File: config.mk
export PLATFORM = sky130hd
export DESIGN_NAME = reg_sequencer
export DESIGN_NICKNAME = d
export VERILOG_FILES = /design/src/seq_pkg.sv /design/src/switch_timer.sv /design/src/reg_sequencer.sv
export SDC_FILE = /design/constraint.sdc
export NUM_CORES = 1
export LEC_CHECK = 0
export BUFFER_PORTS_ARGS = -buffer_cell sky130_fd_sc_hd__buf_4
export CORE_UTILIZATION = 40
export DETAILED_ROUTE_END_ITERATION = 10
export GPL_ROUTABILITY_DRIVEN = 0
export GPL_TIMING_DRIVEN = 0
export PLACE_DENSITY_LB_ADDON = 0.1
export SLEW_MARGIN = 20
export SYNTH_ARGS = -nofsm -noshare
export SYNTH_HDL_FRONTEND = slang
export SYNTH_SLANG_ARGS = --single-unit
File: constraint.sdc
create_clock -name mclk_in -period 5.3 [get_ports mclk_in]
set_clock_uncertainty 0.05 [all_clocks]
set_input_delay 0.53 -clock mclk_in [delete_from_list [all_inputs] [get_ports mclk_in]]
set_output_delay 0.53 -clock mclk_in [all_outputs]
set_load 0.02 [all_outputs]
File: src/seq_pkg.sv
// Purpose: Shared constants and types of the regulator sequencer.
// Assumes: 25 MHz core clock stands in for the timing reference.
// Notes: Register indices are word indices on the plain register port.
package seq_pkg;
  localparam int CLK_HZ = 25000000;
  // Restart hold-off after shutdown, and calibration settle time
  localparam int RESTART_US = 2000;
  localparam int RESTART_CYC = (CLK_HZ / 1000000) * RESTART_US;
  localparam int CAL_SETTLE_US = 20;
  localparam int CAL_SETTLE_CYC = (CLK_HZ / 1000000) * CAL_SETTLE_US;
  // Divider and phase limits
  localparam logic [6:0] DIV_MIN = 7'h06;
  localparam logic [6:0] DIV_MAX = 7'h7F;
  localparam logic [2:0] NPH_MIN = 3'h1;
  localparam logic [2:0] NPH_MAX = 3'h6;
  // Current ADC: 6-bit code, 4.3 uA per step, 275 uA span
  localparam int CUR_STEP_NA = 4300;
  localparam int CUR_SPAN_NA = 275000;
  localparam int CUR_BITS = 6;
  // Configuration store
  localparam logic [2:0] CFG_WORDS = 3'h5;
  // Register indices
  localparam logic [3:0] REG_CTRL = 4'h0;
  localparam logic [3:0] REG_FREQ = 4'h1;
  localparam logic [3:0] REG_RATE = 4'h2;
  localparam logic [3:0] REG_CALIB = 4'h3;
  localparam logic [3:0] REG_FMASK = 4'h4;
  localparam logic [3:0] REG_STATUS = 4'h5;
  localparam logic [3:0] REG_FAULT = 4'h6;
  localparam logic [3:0] REG_VFILT = 4'h7;
  localparam logic [3:0] REG_TARGET = 4'h8;
  localparam logic [3:0] REG_PHASE0 = 4'h9;
  // Control field positions
  localparam int CTRL_UVLO = 0;
  localparam int CTRL_CAL = 1;
  localparam int CTRL_LATCH = 2;
  localparam int CTRL_SENSE = 3;
  localparam int CTRL_STAGE_DEF = 5;
  localparam int CTRL_GOOD_DEF = 7;
  // Reset values
  localparam logic [8:0] CTRL_RST = 9'h001;
  localparam logic [10:0] FREQ_RST = 11'h31A;
  localparam logic [15:0] RATE_RST = 16'h0404;
  localparam logic [15:0] CALIB_RST = 16'h2020;
  localparam logic [3:0] FMASK_RST = 4'hF;
  // Default output levels in the inactive state
  localparam logic [1:0] DEF_LOW = 2'h0;
  localparam logic [1:0] DEF_HIGH = 2'h1;
  typedef enum logic [2:0] {
    ST_CONFIG, ST_INACTIVE, ST_SOFTSTART, ST_CAL, ST_ACTIVE, ST_SHUTDOWN, ST_RESTART
  } seq_state_type;
endpackage : seq_pkg

File: src/switch_timer.sv
// Purpose: Switching-cycle framing: voltage sample ticks, phase order, current ADC mux.
// Assumes: div_sel and nph are already clamped to their legal ranges.
// Notes: Two sample ticks per phase; the current sample sits mid-phase.
module switch_timer
  import seq_pkg::*;
(
  // Clock and reset
  input wire logic mclk_in,
  input wire logic reset_in,
  // Setup
  input wire logic run_in,
  input wire logic [6:0] div_sel_in,
  input wire logic [2:0] nph_in,
  // Timing
  output logic sample_tick_out,
  output logic cycle_start_out,
  output logic cur_strobe_out,
  output logic [2:0] cur_sel_out
);
  typedef struct packed {
    logic [6:0] cnt;
    logic half;
    logic [2:0] ph;
    logic tick;
    logic cyc;
    logic cstb;
    logic [2:0] csel;
  } tmr_type;

  tmr_type q, d;

  always_comb
  begin
    d = q;
    d.tick = 1'b0;
    d.cyc = 1'b0;
    d.cstb = 1'b0;
    if (!run_in)
    begin
      d.cnt = 7'h00;
      d.half = 1'b0;
      d.ph = 3'h0;
    end
    else if (q.cnt >= div_sel_in - 7'h01)
    begin
      // Sample rate is the reference over div_sel
      d.cnt = 7'h00;
      d.tick = 1'b1;
      d.half = ~q.half;
      if (!q.half)
      begin
        d.cstb = 1'b1;
        d.csel = q.ph;
      end
      else if (q.ph >= nph_in - 3'h1)
      begin
        // Cycle spans 2 x div_sel x nph reference ticks
        d.ph = 3'h0;
        d.cyc = 1'b1;
      end
      else
        d.ph = q.ph + 3'h1;
    end
    else
      d.cnt = q.cnt + 7'h01;
  end

  always_ff @(posedge mclk_in)
  begin
    if (reset_in)
      q <= '0;
    else
      q <= d;
  end

  assign sample_tick_out = q.tick;
  assign cycle_start_out = q.cyc;
  assign cur_strobe_out = q.cstb;
  assign cur_sel_out = q.csel;
endmodule : switch_timer

File: src/reg_sequencer.sv
// Purpose: Power-up, soft-start, calibration, regulation and shutdown sequencing.
// Assumes: All inputs except ext_rst_n_in synchronous to mclk_in; loop width comes from the outer loop.
// Notes: Registers sit on a plain port with read data one cycle after the strobe.
// Behaviour
// - Configuration starts on power-on reset or the external reset.
// - Configuration copies stored words into the working registers.
// - All outputs released to high impedance while configuring.
// - Inactive state drives each output to its configured low, high or off level.
// - Register access and fault reporting stay alive while inactive.
// - Start needs valid code, enable asserted and supply valid.
// - Supply comparator gates start only when lockout is enabled.
// - Soft-start raises the target monotonically from zero to the setpoint.
// - Optional calibration measures each phase with and without a known load.
// - End of ramp enters regulation and raises the output-good flag.
// - Enable low, all-ones code or a shutdown fault start shutdown.
// - Shutdown shrinks pulse width at a set rate, then releases the stage.
// - After shutdown a fixed hold-off precedes the return to inactive.
// - A latched fault holds the regulator off until enable or reset toggles.
// - Switching cycle equals reference over twice divider times phase count.
// - Divider accepted 6 to 127, phases 1 to 6.
// - Switching rate set by configuration only, never by load.
// - Voltage samples twice per phase per cycle, reference over divider.
// - Voltage samples pass a post-filter nulling the ripple frequency.
// - Current ADC yields 6-bit codes of 4.3 uA over 275 uA.
// - Three selectable sense methods share one multiplexed current ADC.
// - External reset is active low and asynchronous.
//
// Chosen here: the register addresses and the address-and-strobe port.
module reg_sequencer
  import seq_pkg::*;
#(
  parameter int RESTART_CYCLES = RESTART_CYC,
  parameter int PHASES = 6
)
(
  // Clock and resets
  input wire logic mclk_in,
  input wire logic reset_in,
  input wire logic ext_rst_n_in,
  // Register port
  input wire logic [3:0] addr_in,
  input wire logic [15:0] wdata_in,
  input wire logic wr_in,
  input wire logic rd_in,
  output logic [15:0] rdata_out,
  // Configuration store
  output logic [2:0] config_store_addr_out,
  input wire logic [15:0] config_store_data_in,
  // Regulator control
  input wire logic regulator_enable_in,
  input wire logic [7:0] voltage_code_in,
  input wire logic code_valid_in,
  input wire logic supply_ok_in,
  input wire logic [3:0] fault_in,
  // Converters and loop
  input wire logic [7:0] vadc_in,
  input wire logic [CUR_BITS-1:0] cur_code_in,
  input wire logic [7:0] loop_width_in,
  // Power stage and status pins
  output logic stage_oe_out,
  output logic stage_level_out,
  output logic [7:0] width_out,
  output logic [7:0] target_out,
  output logic output_good_flag_out,
  output logic good_oe_out,
  output logic [2:0] state_out,
  // Sensing and calibration
  output logic sample_tick_out,
  output logic [2:0] cur_sel_out,
  output logic [1:0] sense_mode_out,
  output logic cal_load_out,
  output logic [7:0] cal_current_out
);
  typedef struct packed {
    seq_state_type st;
    logic [2:0] cfg_idx;
    logic [8:0] ctrl;
    logic [10:0] freq;
    logic [15:0] rate;
    logic [15:0] calib;
    logic [3:0] fmask;
    logic [3:0] fault;
    logic latched;
    logic cal_done;
    logic [1:0] cal_step;
    logic [2:0] cal_ph;
    logic [7:0] target;
    logic [7:0] width;
    logic [7:0] pre;
    logic [15:0] dly;
    logic [PHASES-1:0][CUR_BITS-1:0] offs;
    logic [PHASES-1:0][CUR_BITS-1:0] gain;
    logic [3:0][7:0] vhist;
    logic [9:0] vfilt;
    logic [15:0] rdata;
    logic stage_oe;
    logic stage_lvl;
    logic good;
    logic good_oe;
    logic cal_load;
    logic tick;
    logic [2:0] csel;
  } seq_type;

  seq_type q, d;
  logic [6:0] div_eff;
  logic [2:0] nph_eff;
  logic run;
  logic s_tick;
  logic c_strobe;
  logic [2:0] c_sel;
  logic in_ok;
  logic go;
  logic stop;
  logic sd_fault;
  logic rtick;
  logic [CUR_BITS-1:0] delta;

  // Out-of-range settings are clamped rather than rejected
  always_comb
  begin
    div_eff = q.freq[6:0];
    nph_eff = q.freq[10:8];
    if (div_eff < DIV_MIN)
      div_eff = DIV_MIN;
    if (nph_eff < NPH_MIN)
      nph_eff = NPH_MIN;
    else if (nph_eff > NPH_MAX)
      nph_eff = NPH_MAX;
  end

  assign run = (q.st != ST_CONFIG);

  // Rate depends only on configuration, never on load
  switch_timer u_timer (
    .mclk_in(mclk_in),
    .reset_in(reset_in | ~ext_rst_n_in),
    .run_in(run),
    .div_sel_in(div_eff),
    .nph_in(nph_eff),
    .sample_tick_out(s_tick),
    .cycle_start_out(),
    .cur_strobe_out(c_strobe),
    .cur_sel_out(c_sel)
  );

  assign in_ok = supply_ok_in | ~q.ctrl[CTRL_UVLO];
  assign go = code_valid_in & regulator_enable_in & in_ok & ~q.latched;
  assign sd_fault = |(fault_in & q.fmask);
  assign stop = ~regulator_enable_in | (&voltage_code_in) | sd_fault;
  assign rtick = (q.pre == 8'h00);
  assign delta = (cur_code_in > q.offs[q.cal_ph]) ? cur_code_in - q.offs[q.cal_ph] : '0;

  always_comb
  begin
    d = q;
    d.tick = s_tick;
    d.csel = c_sel;
    // Shared prescaler paces both ramps
    if (rtick)
      d.pre = (q.st == ST_SHUTDOWN) ? q.rate[15:8] : q.rate[7:0];
    else
      d.pre = q.pre - 8'h01;
    // Ripple null: four-sample sum cancels fsw*nph/2
    if (s_tick)
    begin
      d.vhist = {q.vhist[2:0], vadc_in};
      d.vfilt = 10'(vadc_in) + 10'(q.vhist[0]) + 10'(q.vhist[1]) + 10'(q.vhist[2]);
    end
    // Sticky fault flags, write-one-to-clear, set wins
    if (wr_in && addr_in == REG_FAULT)
      d.fault = q.fault & ~wdata_in[3:0];
    d.fault = d.fault | fault_in;
    if (wr_in)
    begin
      unique case (addr_in)
        REG_CTRL: d.ctrl = wdata_in[8:0];
        REG_FREQ: d.freq = wdata_in[10:0];
        REG_RATE: d.rate = wdata_in;
        REG_CALIB: d.calib = wdata_in;
        REG_FMASK: d.fmask = wdata_in[3:0];
        default: ;
      endcase
    end
    // Enable low clears a latched fault
    if (!regulator_enable_in)
      d.latched = 1'b0;
    // Read data stands in the cycle after the strobe only
    d.rdata = 16'h0000;
    if (rd_in)
    begin
      if (addr_in >= REG_PHASE0 && addr_in < REG_PHASE0 + 4'(PHASES))
        d.rdata = 16'({q.gain[addr_in - REG_PHASE0], q.offs[addr_in - REG_PHASE0]});
      else
      begin
        unique case (addr_in)
          REG_CTRL: d.rdata = 16'(q.ctrl);
          REG_FREQ: d.rdata = 16'(q.freq);
          REG_RATE: d.rdata = q.rate;
          REG_CALIB: d.rdata = q.calib;
          REG_FMASK: d.rdata = 16'(q.fmask);
          REG_STATUS: d.rdata = 16'({q.latched, q.good, q.st});
          REG_FAULT: d.rdata = 16'(q.fault);
          REG_VFILT: d.rdata = 16'(q.vfilt);
          REG_TARGET: d.rdata = 16'(q.target);
          default: d.rdata = 16'h0000;
        endcase
      end
    end
    unique case (q.st)
      ST_CONFIG:
      begin
        // Pins released to the board resistors
        d.stage_oe = 1'b0;
        d.good_oe = 1'b0;
        d.good = 1'b0;
        if (q.cfg_idx != 3'h0)
        begin
          // Data arrives one cycle after its address
          unique case (q.cfg_idx - 3'h1)
            3'h0: d.ctrl = config_store_data_in[8:0];
            3'h1: d.freq = config_store_data_in[10:0];
            3'h2: d.rate = config_store_data_in;
            3'h3: d.calib = config_store_data_in;
            default: d.fmask = config_store_data_in[3:0];
          endcase
        end
        if (q.cfg_idx == CFG_WORDS)
          d.st = ST_INACTIVE;
        else
          d.cfg_idx = q.cfg_idx + 3'h1;
      end
      ST_INACTIVE:
      begin
        // Configured idle levels of the pins
        d.width = 8'h00;
        d.target = 8'h00;
        d.cal_done = 1'b0;
        d.cal_load = 1'b0;
        d.good = (q.ctrl[CTRL_GOOD_DEF+:2] == DEF_HIGH);
        d.good_oe = (q.ctrl[CTRL_GOOD_DEF+:2] <= DEF_HIGH);
        d.stage_lvl = (q.ctrl[CTRL_STAGE_DEF+:2] == DEF_HIGH);
        d.stage_oe = (q.ctrl[CTRL_STAGE_DEF+:2] <= DEF_HIGH);
        if (go)
        begin
          d.st = ST_SOFTSTART;
          d.stage_oe = 1'b1;
          d.stage_lvl = 1'b0;
          d.good = 1'b0;
          d.good_oe = 1'b1;
        end
      end
      ST_SOFTSTART, ST_CAL:
      begin
        d.width = loop_width_in;
        if (stop)
        begin
          d.st = ST_SHUTDOWN;
          d.cal_load = 1'b0;
          if (sd_fault && q.ctrl[CTRL_LATCH])
            d.latched = 1'b1;
        end
        else if (q.st == ST_SOFTSTART)
        begin
          if (q.ctrl[CTRL_CAL] && !q.cal_done && q.target >= q.calib[7:0])
          begin
            // Hold at the calibration voltage
            d.st = ST_CAL;
            d.cal_ph = 3'h0;
            d.cal_step = 2'h0;
            d.dly = 16'(CAL_SETTLE_CYC);
          end
          else if (q.target >= voltage_code_in)
          begin
            d.st = ST_ACTIVE;
            d.good = 1'b1;
          end
          else if (rtick)
            d.target = q.target + 8'h01;
        end
        else
        begin
          if (q.dly != 16'h0000)
            d.dly = q.dly - 16'h0001;
          else if (c_strobe && c_sel == q.cal_ph)
          begin
            // One phase at a time: offset unloaded, gain loaded
            if (q.cal_step == 2'h0)
            begin
              d.offs[q.cal_ph] = cur_code_in;
              d.cal_load = 1'b1;
              d.cal_step = 2'h1;
              d.dly = 16'(CAL_SETTLE_CYC);
            end
            else
            begin
              d.gain[q.cal_ph] = delta;
              d.cal_load = 1'b0;
              d.cal_step = 2'h0;
              d.dly = 16'(CAL_SETTLE_CYC);
              if (q.cal_ph >= nph_eff - 3'h1)
              begin
                d.cal_done = 1'b1;
                d.st = ST_SOFTSTART;
              end
              else
                d.cal_ph = q.cal_ph + 3'h1;
            end
          end
        end
      end
      ST_ACTIVE:
      begin
        d.width = loop_width_in;
        if (stop)
        begin
          d.st = ST_SHUTDOWN;
          d.good = 1'b0;
          if (sd_fault && q.ctrl[CTRL_LATCH])
            d.latched = 1'b1;
        end
      end
      ST_SHUTDOWN:
      begin
        d.good = 1'b0;
        // Steady width decrement avoids output undershoot
        if (q.width == 8'h00)
        begin
          d.stage_oe = 1'b0;
          d.st = ST_RESTART;
          d.dly = 16'(RESTART_CYCLES - 1);
        end
        else if (rtick)
          d.width = q.width - 8'h01;
      end
      ST_RESTART:
      begin
        // Hold-off caps the autonomous restart duty cycle
        if (q.dly == 16'h0000)
          d.st = ST_INACTIVE;
        else
          d.dly = q.dly - 16'h0001;
      end
      default: d.st = ST_CONFIG;
    endcase
  end

  // Either reset restarts configuration with pins released
  always_ff @(posedge mclk_in or negedge ext_rst_n_in)
  begin
    if (!ext_rst_n_in)
    begin
      q <= '0;
      q.st <= ST_CONFIG;
      q.ctrl <= CTRL_RST;
      q.freq <= FREQ_RST;
      q.rate <= RATE_RST;
      q.calib <= CALIB_RST;
      q.fmask <= FMASK_RST;
    end
    else if (reset_in)
    begin
      q <= '0;
      q.st <= ST_CONFIG;
      q.ctrl <= CTRL_RST;
      q.freq <= FREQ_RST;
      q.rate <= RATE_RST;
      q.calib <= CALIB_RST;
      q.fmask <= FMASK_RST;
    end
    else
      q <= d;
  end

  assign rdata_out = q.rdata;
  assign config_store_addr_out = q.cfg_idx;
  assign stage_oe_out = q.stage_oe;
  assign stage_level_out = q.stage_lvl;
  assign width_out = q.width;
  assign target_out = q.target;
  assign output_good_flag_out = q.good;
  assign good_oe_out = q.good_oe;
  assign state_out = q.st;
  assign sample_tick_out = q.tick;
  assign cur_sel_out = q.csel;
  assign sense_mode_out = q.ctrl[CTRL_SENSE+:2];
  assign cal_load_out = q.cal_load;
  assign cal_current_out = q.calib[15:8];
endmodule : reg_sequencer

Word-level counts from Yosys, hierarchy flattened
Index checks and enable logic that the tools add are counted.
{"block": "totals", "input_bits": 78, "out_inout_bits": 57, "ff_bits": 260}
{"block": "op_classes", "order_cmp": 16, "bitwise": 18, "n_reduce_logical": 55, "n_addsub": 16, "mux": 110, "n_eq_ne": 59}
{"cell": "252-bit 2-to-1 mux", "count": 1}
{"cell": "72-bit 2-to-1 mux", "count": 3}
{"cell": "16-bit 2-to-1 mux", "count": 11}
{"cell": "88-bit 2-to-1 mux", "count": 2}
{"cell": "16-bit case mux with 9 select lines", "count": 1}
{"cell": "56-bit 2-to-1 mux", "count": 2}
{"cell": "36-bit bitwise mux", "count": 2}
{"cell": "36-bit 2-to-1 mux", "count": 2}
{"cell": "8-bit 2-to-1 mux", "count": 8}
{"cell": "3-bit != test (second input constant)", "count": 21}
{"cell": "59-bit 2-to-1 mux", "count": 1}
{"cell": "3-bit 2-to-1 mux", "count": 19}
{"cell": "6-bit binary-select mux with 3-bit select", "count": 3}
{"cell": "6-bit 2-to-1 mux", "count": 8}
{"cell": "16-bit case mux with 3 select lines", "count": 1}
{"cell": "42-bit 2-to-1 mux", "count": 1}
{"cell": "6-bit AND reduction", "count": 5}
{"cell": "5-bit != test (second input constant)", "count": 5}
{"cell": "8-bit case mux with 3 select lines", "count": 1}
{"cell": "1-bit 2-to-1 mux", "count": 22}
{"cell": "11-bit 2-to-1 mux", "count": 2}
{"cell": "4-bit 2-to-1 mux", "count": 5}
{"cell": "6-bit demux with 3-bit select", "count": 1}
{"cell": "9-bit 2-to-1 mux", "count": 2}
{"cell": "other kinds (73)", "count": 145}

Longest topological paths before layout
{"block": "depth", "depth_word": 13, "mapped_depth": 16, "depth_no_buf": 14}

By module
A second synthesis with hierarchy kept.
{"block": "unflattened", "cells_unflattened": 1682, "area_unflattened_um2": 15980.3}
{"mod": "reg_sequencer", "seq_area_each_um2": 6098.3, "cells_per_inst": 1568, "instances": 1, "area_per_inst_um2": 14946.8}
{"mod": "switch_timer", "seq_area_each_um2": 340.3, "cells_per_inst": 114, "instances": 1, "area_per_inst_um2": 1033.5}

Worst setup path after synthesis
OpenSTA, ideal clock, no wires.
{"block": "synth_path", "path_kind": "register -> register", "from": "register q[181] in the netlist's numbering", "to": "register q[67] in the netlist's numbering", "path_buffers": 2, "stages_incl_launch_ff": 17, "arrival_ns": 3.503, "path_slack_ns": 1.607, "period_less_slack_ns": 3.693, "setup_time_ns": 0.140, "required_time_ns": 5.110, "path_cell_list": "dfrtp_1 clkbuf_1 clkinv_1 nor3_1 clkbuf_1 a22oi_1 nand3_1 ha_1 inv_1 fa_1 a21oi_1 o22ai_1 o21a_1 o21ai_0 nor3_1 nand2b_1 o21ai_0"}
{"block": "synth_via", "elab_chain_len": 12}
{"element": "from (decl)", "line_no": "reg_sequencer.sv:105", "rtl": "seq_type q, d;"}
{"element": "6-bit binary-select mux with 3-bit select, or another cell as far along", "line_no": "reg_sequencer.sv:152", "rtl": "assign delta = (cur_code_in > q.offs[q.cal_ph]) ? cur_code_in - q.offs[q.cal_ph] : '0;"}
{"element": "6-bit 2-to-1 mux (implied by the code) / 1-bit logical AND (equally long branches)", "line_no": "reg_sequencer.sv:152, reg_sequencer.sv:297"}
{"element": "6-bit subtractor, or another cell as far along", "line_no": "reg_sequencer.sv:152"}
{"element": "6-bit 2-to-1 mux / 6-bit demux with 3-bit select (equally long branches)", "line_no": "reg_sequencer.sv:152, reg_sequencer.sv:297"}
{"element": "36-bit bitwise mux", "line_no": "reg_sequencer.sv:297", "rtl": "d.gain[q.cal_ph] = delta;"}
{"element": "36-bit 2-to-1 mux", "line_no": "reg_sequencer.sv:288", "rtl": "if (q.cal_step == 2'h0)"}
{"element": "88-bit 2-to-1 mux", "line_no": "reg_sequencer.sv:285", "rtl": "else if (c_strobe && c_sel == q.cal_ph)"}
{"element": "72-bit 2-to-1 mux", "line_no": "reg_sequencer.sv:283", "rtl": "if (q.dly != 16'h0000)"}
{"element": "72-bit 2-to-1 mux", "line_no": "reg_sequencer.sv:263", "rtl": "else if (q.st == ST_SOFTSTART)"}
{"element": "88-bit 2-to-1 mux", "line_no": "reg_sequencer.sv:256", "rtl": "if (stop)"}
{"element": "72-bit 2-to-1 mux", "line_no": "reg_sequencer.sv:210", "rtl": "unique case (q.st)"}
{"element": "252-bit 2-to-1 mux", "line_no": "reg_sequencer.sv:361", "rtl": "else if (reset_in)"}
Parallel ways exist; a longest one is shown, timed or not. The select of a mux whose other input is x is not followed.
A chain may end at the register's enable or synchronous reset.

Worst setup path in the final report
{"block": "layout_path", "from": "register q[181] in the netlist's numbering", "to": "register q[73] in the netlist's numbering"}
Same word-level chain as after synthesis.

==> results.yml <==
drt:
  drtAntennaViolNets: 0
  drt_pass1_iterations: 6
  vias: 14300
  drt-total-wl_mm: 54.1
  via_per_inst: 5.85
  drc: 0
  drtIter0Drc: 1478
  wire_per_inst_um: 22.2
global_routing:
  grt_max_degree: 94
  grt_pass1_wl_mm: 83.0
  use_met2_pct: 41.3
  grt_antenna_before_repair: 1
  grt.met1_usage_pct: 36.2
  grt_use_met3_pct: 5.61
  grt.busiest_layer: "met2"
  grt-ovfl-total: 0
  grtUsageTotal_pct: 26.4
  grt_pass1_vias: 13700
timing:
  min_period_ps: 4790
  finalCritPeriodShare_pct: 90.5
  grt_setup_unrepaired: "no"
  worst_slack_ps: 506
  tns_ps: 0
  holdWs_ps: 117
  relSlewSlack_pct: 19.4
  setup_viol: 0
  finalHoldViolations: 0
  maxSlewViolCount: 0
  clock.fmax_mhz: 209
  max_slew.worst_pin.slew_ps: 1180
setup_path:
  arrival_ps: 5180
  end_kind: "flip-flop"
  cp-start-kind: "flip-flop"
  path_cells: "clkbuf_1, clkinv_1, nor3_1, clkbuf_1, a22oi_1, nand3_1, ha_1, inv_1, fa_1, a21oi_1, o22ai_1, o21a_1, o21ai_0, nor3_1, nand2b_1, o21ai_0"
  worst-path-buf-inv: 4
  crit_family: "compound AO/OA/AOI/OAI gates"
  r2r_setup_slack_ps: 510
  cpPeakStageDelay_ps: 700
  path_class: "reg2reg"
  required_ps: 5690
  crit_slowest_cell: "o21ai_0"
  crit_fanout: 10
die:
  core_mm2: 0.0390
  initial_utilization_pct: 41.0
  row_count: 72
  die_area_mm2: 0.0408
  chipHeight_um: 202
  io_pins: 135
  die_w_um: 202
synth:
  syn_area_mm2: 0.0160
  synth-seq-area-share_pct: 40.1
  synth_edf_count: 0
  syn_inst: 1728
  synth_area_leaders: "dfrtp_1 (36%), mux2i_1 (6.8%), nor2_1 (5.2%)"
  syn_avg_cell_area_um2: 9.26
  yosys-top-cells-count: "dfrtp_1 (229), nor2_1 (221), nand2_1 (188)"
  ys_types: 87
  ys_ff_latch: 259
  ys_warn_count: 0
  synth.net_count: 1883
  synth_ff_type: "dfrtp_1"
  synth-async-reset-ratio_pct: 93.8
  yosysMostFrequentCell: "dfrtp_1"
  synth_top_area_share_pct: 35.8
  yosys.area.top_type: "dfrtp_1"
clock_network:
  path_clk_slew_ps: 60
  cts_made_buffers: 31
  clk_latency_ps: 600
  cts-root-buf: "clkbuf_16"
  tritoncts: "done"
  clk_path_buf_depth: 3
  clock_sinks: 259
  cts_max_level: 1
  post_cts_buffers: 0
layout:
  post-route-util_pct: 48.2
  nets: 2052
  drive_above_1_share_pct: 16.2
  area_growth_pct: 17.6
  fillers: 3735
power_and_ir_drop:
  power_mw: 6.87
  p_leak_nw: 8.22
  p_per_area_mw_per_mm2: 365
  vdd_drop_max_mv: 0.304
place:
  dp_hpwl_mm: 40.6
  io_buffers: 133
  dp_slack_ps: 611
run:
  cap_violations: 0
outcome:
  status: "finished clean"
hold_path:
  hold_class: "in2reg"
## routing by layer
layer / wire length [um] / vias up
li1: - / 6557
met1: 23500 / 7030
met2: 24500 / 575
met3: 4230 / 108
met4: 1900 / 0
met5: 0 / -
## stage by stage
step | std cells | cell area [um2]
floorplan | 1728 | 16000
global placement | 2379 | 17600
detailed placement | 2381 | 17700
CTS | 2440 | 18800
global route | 2440 | 18800
finish | 2441 | 18800
## worst paths after layout
path                             startpoint       endpoint  cells after the start
max in group asynchronous      ext_rst_n_in         q[234]                      3
max reg2reg                          q[181]          q[73]                     16
min reg2reg                   u_timer.q[10]  u_timer.q[10]                      1
min in group asynchronous      ext_rst_n_in   width_out[6]                      2
min                        loop_width_in[4]   width_out[4]                      2
max                                  q[181]          q[73]                     16
## power breakdown
part | switching (mW) | internal [mW]
Clock | 0.908 | 1.40
Sequential | 0.294 | 2.21
Combinational | 1.26 | 0.808
Total | 2.46 | 4.42
## cell usage in the layout, fill, tap and decap left out, types with 31 or more instances in the layout
| master | instances |
|---|---|
| dfrtp_1 | 229 |
| nor2_1 | 221 |
| nand2_1 | 188 |
| buf_4 | 186 |
| o21ai_0 | 119 |
| mux2i_1 | 108 |
| a22oi_1 | 88 |
| clkbuf_1 | 77 |
| a211oi_1 | 67 |
| ha_1 | 60 |
| a21oi_1 | 53 |
| inv_1 | 44 |
| clkbuf_16 | 31 |
## logic make-up after synthesis
family	count (synthesis)	share of synthesized area, %
compound gates	460	19.9
xor+xnor	34	1.86
flops	259	40.1
simple gates	576	16.5
fa+ha+maj	79	6.95
mux	122	8.59
buf+inv	198	6.03
## what timing repair did
item,CTS,global route
hold buffers,1,0
resized for setup,0,0
endpoints found under the hold margin,74,0
## final cells by class
class / count / area, um2 / share of cell area [%]
diodes: 1 / 2.50 / 0.0133
plain buffers: 152 / 792 / 4.21
clock buffers: 45 / 888 / 4.72
clock inverters: 13 / 199 / 1.06
inverters: 46 / 173 / 0.918
multi-input cells: 1271 / 8630 / 45.8
flip-flops and latches: 259 / 6420 / 34.1
well taps: 518 / 648 / 3.44
repair buffers: 136 / 1070 / 5.69
## state kept, by name (all words and copies together), names as in the netlist, 3 cells and up
register,count
u_timer.cur_sel_out,3
u_timer.q,11
rdata_out,16
width_out,8
cal_current_out,8
state_out,3
cur_sel_out,3
config_store_addr_out,3
q,186
target_out,8
## worst register-to-register path, cell delays in order, from the launching register on
cell      delay, ps
dfrtp_1         320
clkbuf_1        310
clkinv_1        350
nor3_1          310
clkbuf_1        540
a22oi_1         140
nand3_1         150
ha_1            180
inv_1            50
fa_1            390
a21oi_1         200
o22ai_1         170
o21a_1          200
o21ai_0         700
nor3_1          170
nand2b_1        280
o21ai_0         140
Note: power is estimated with default switching activity, not from simulation.
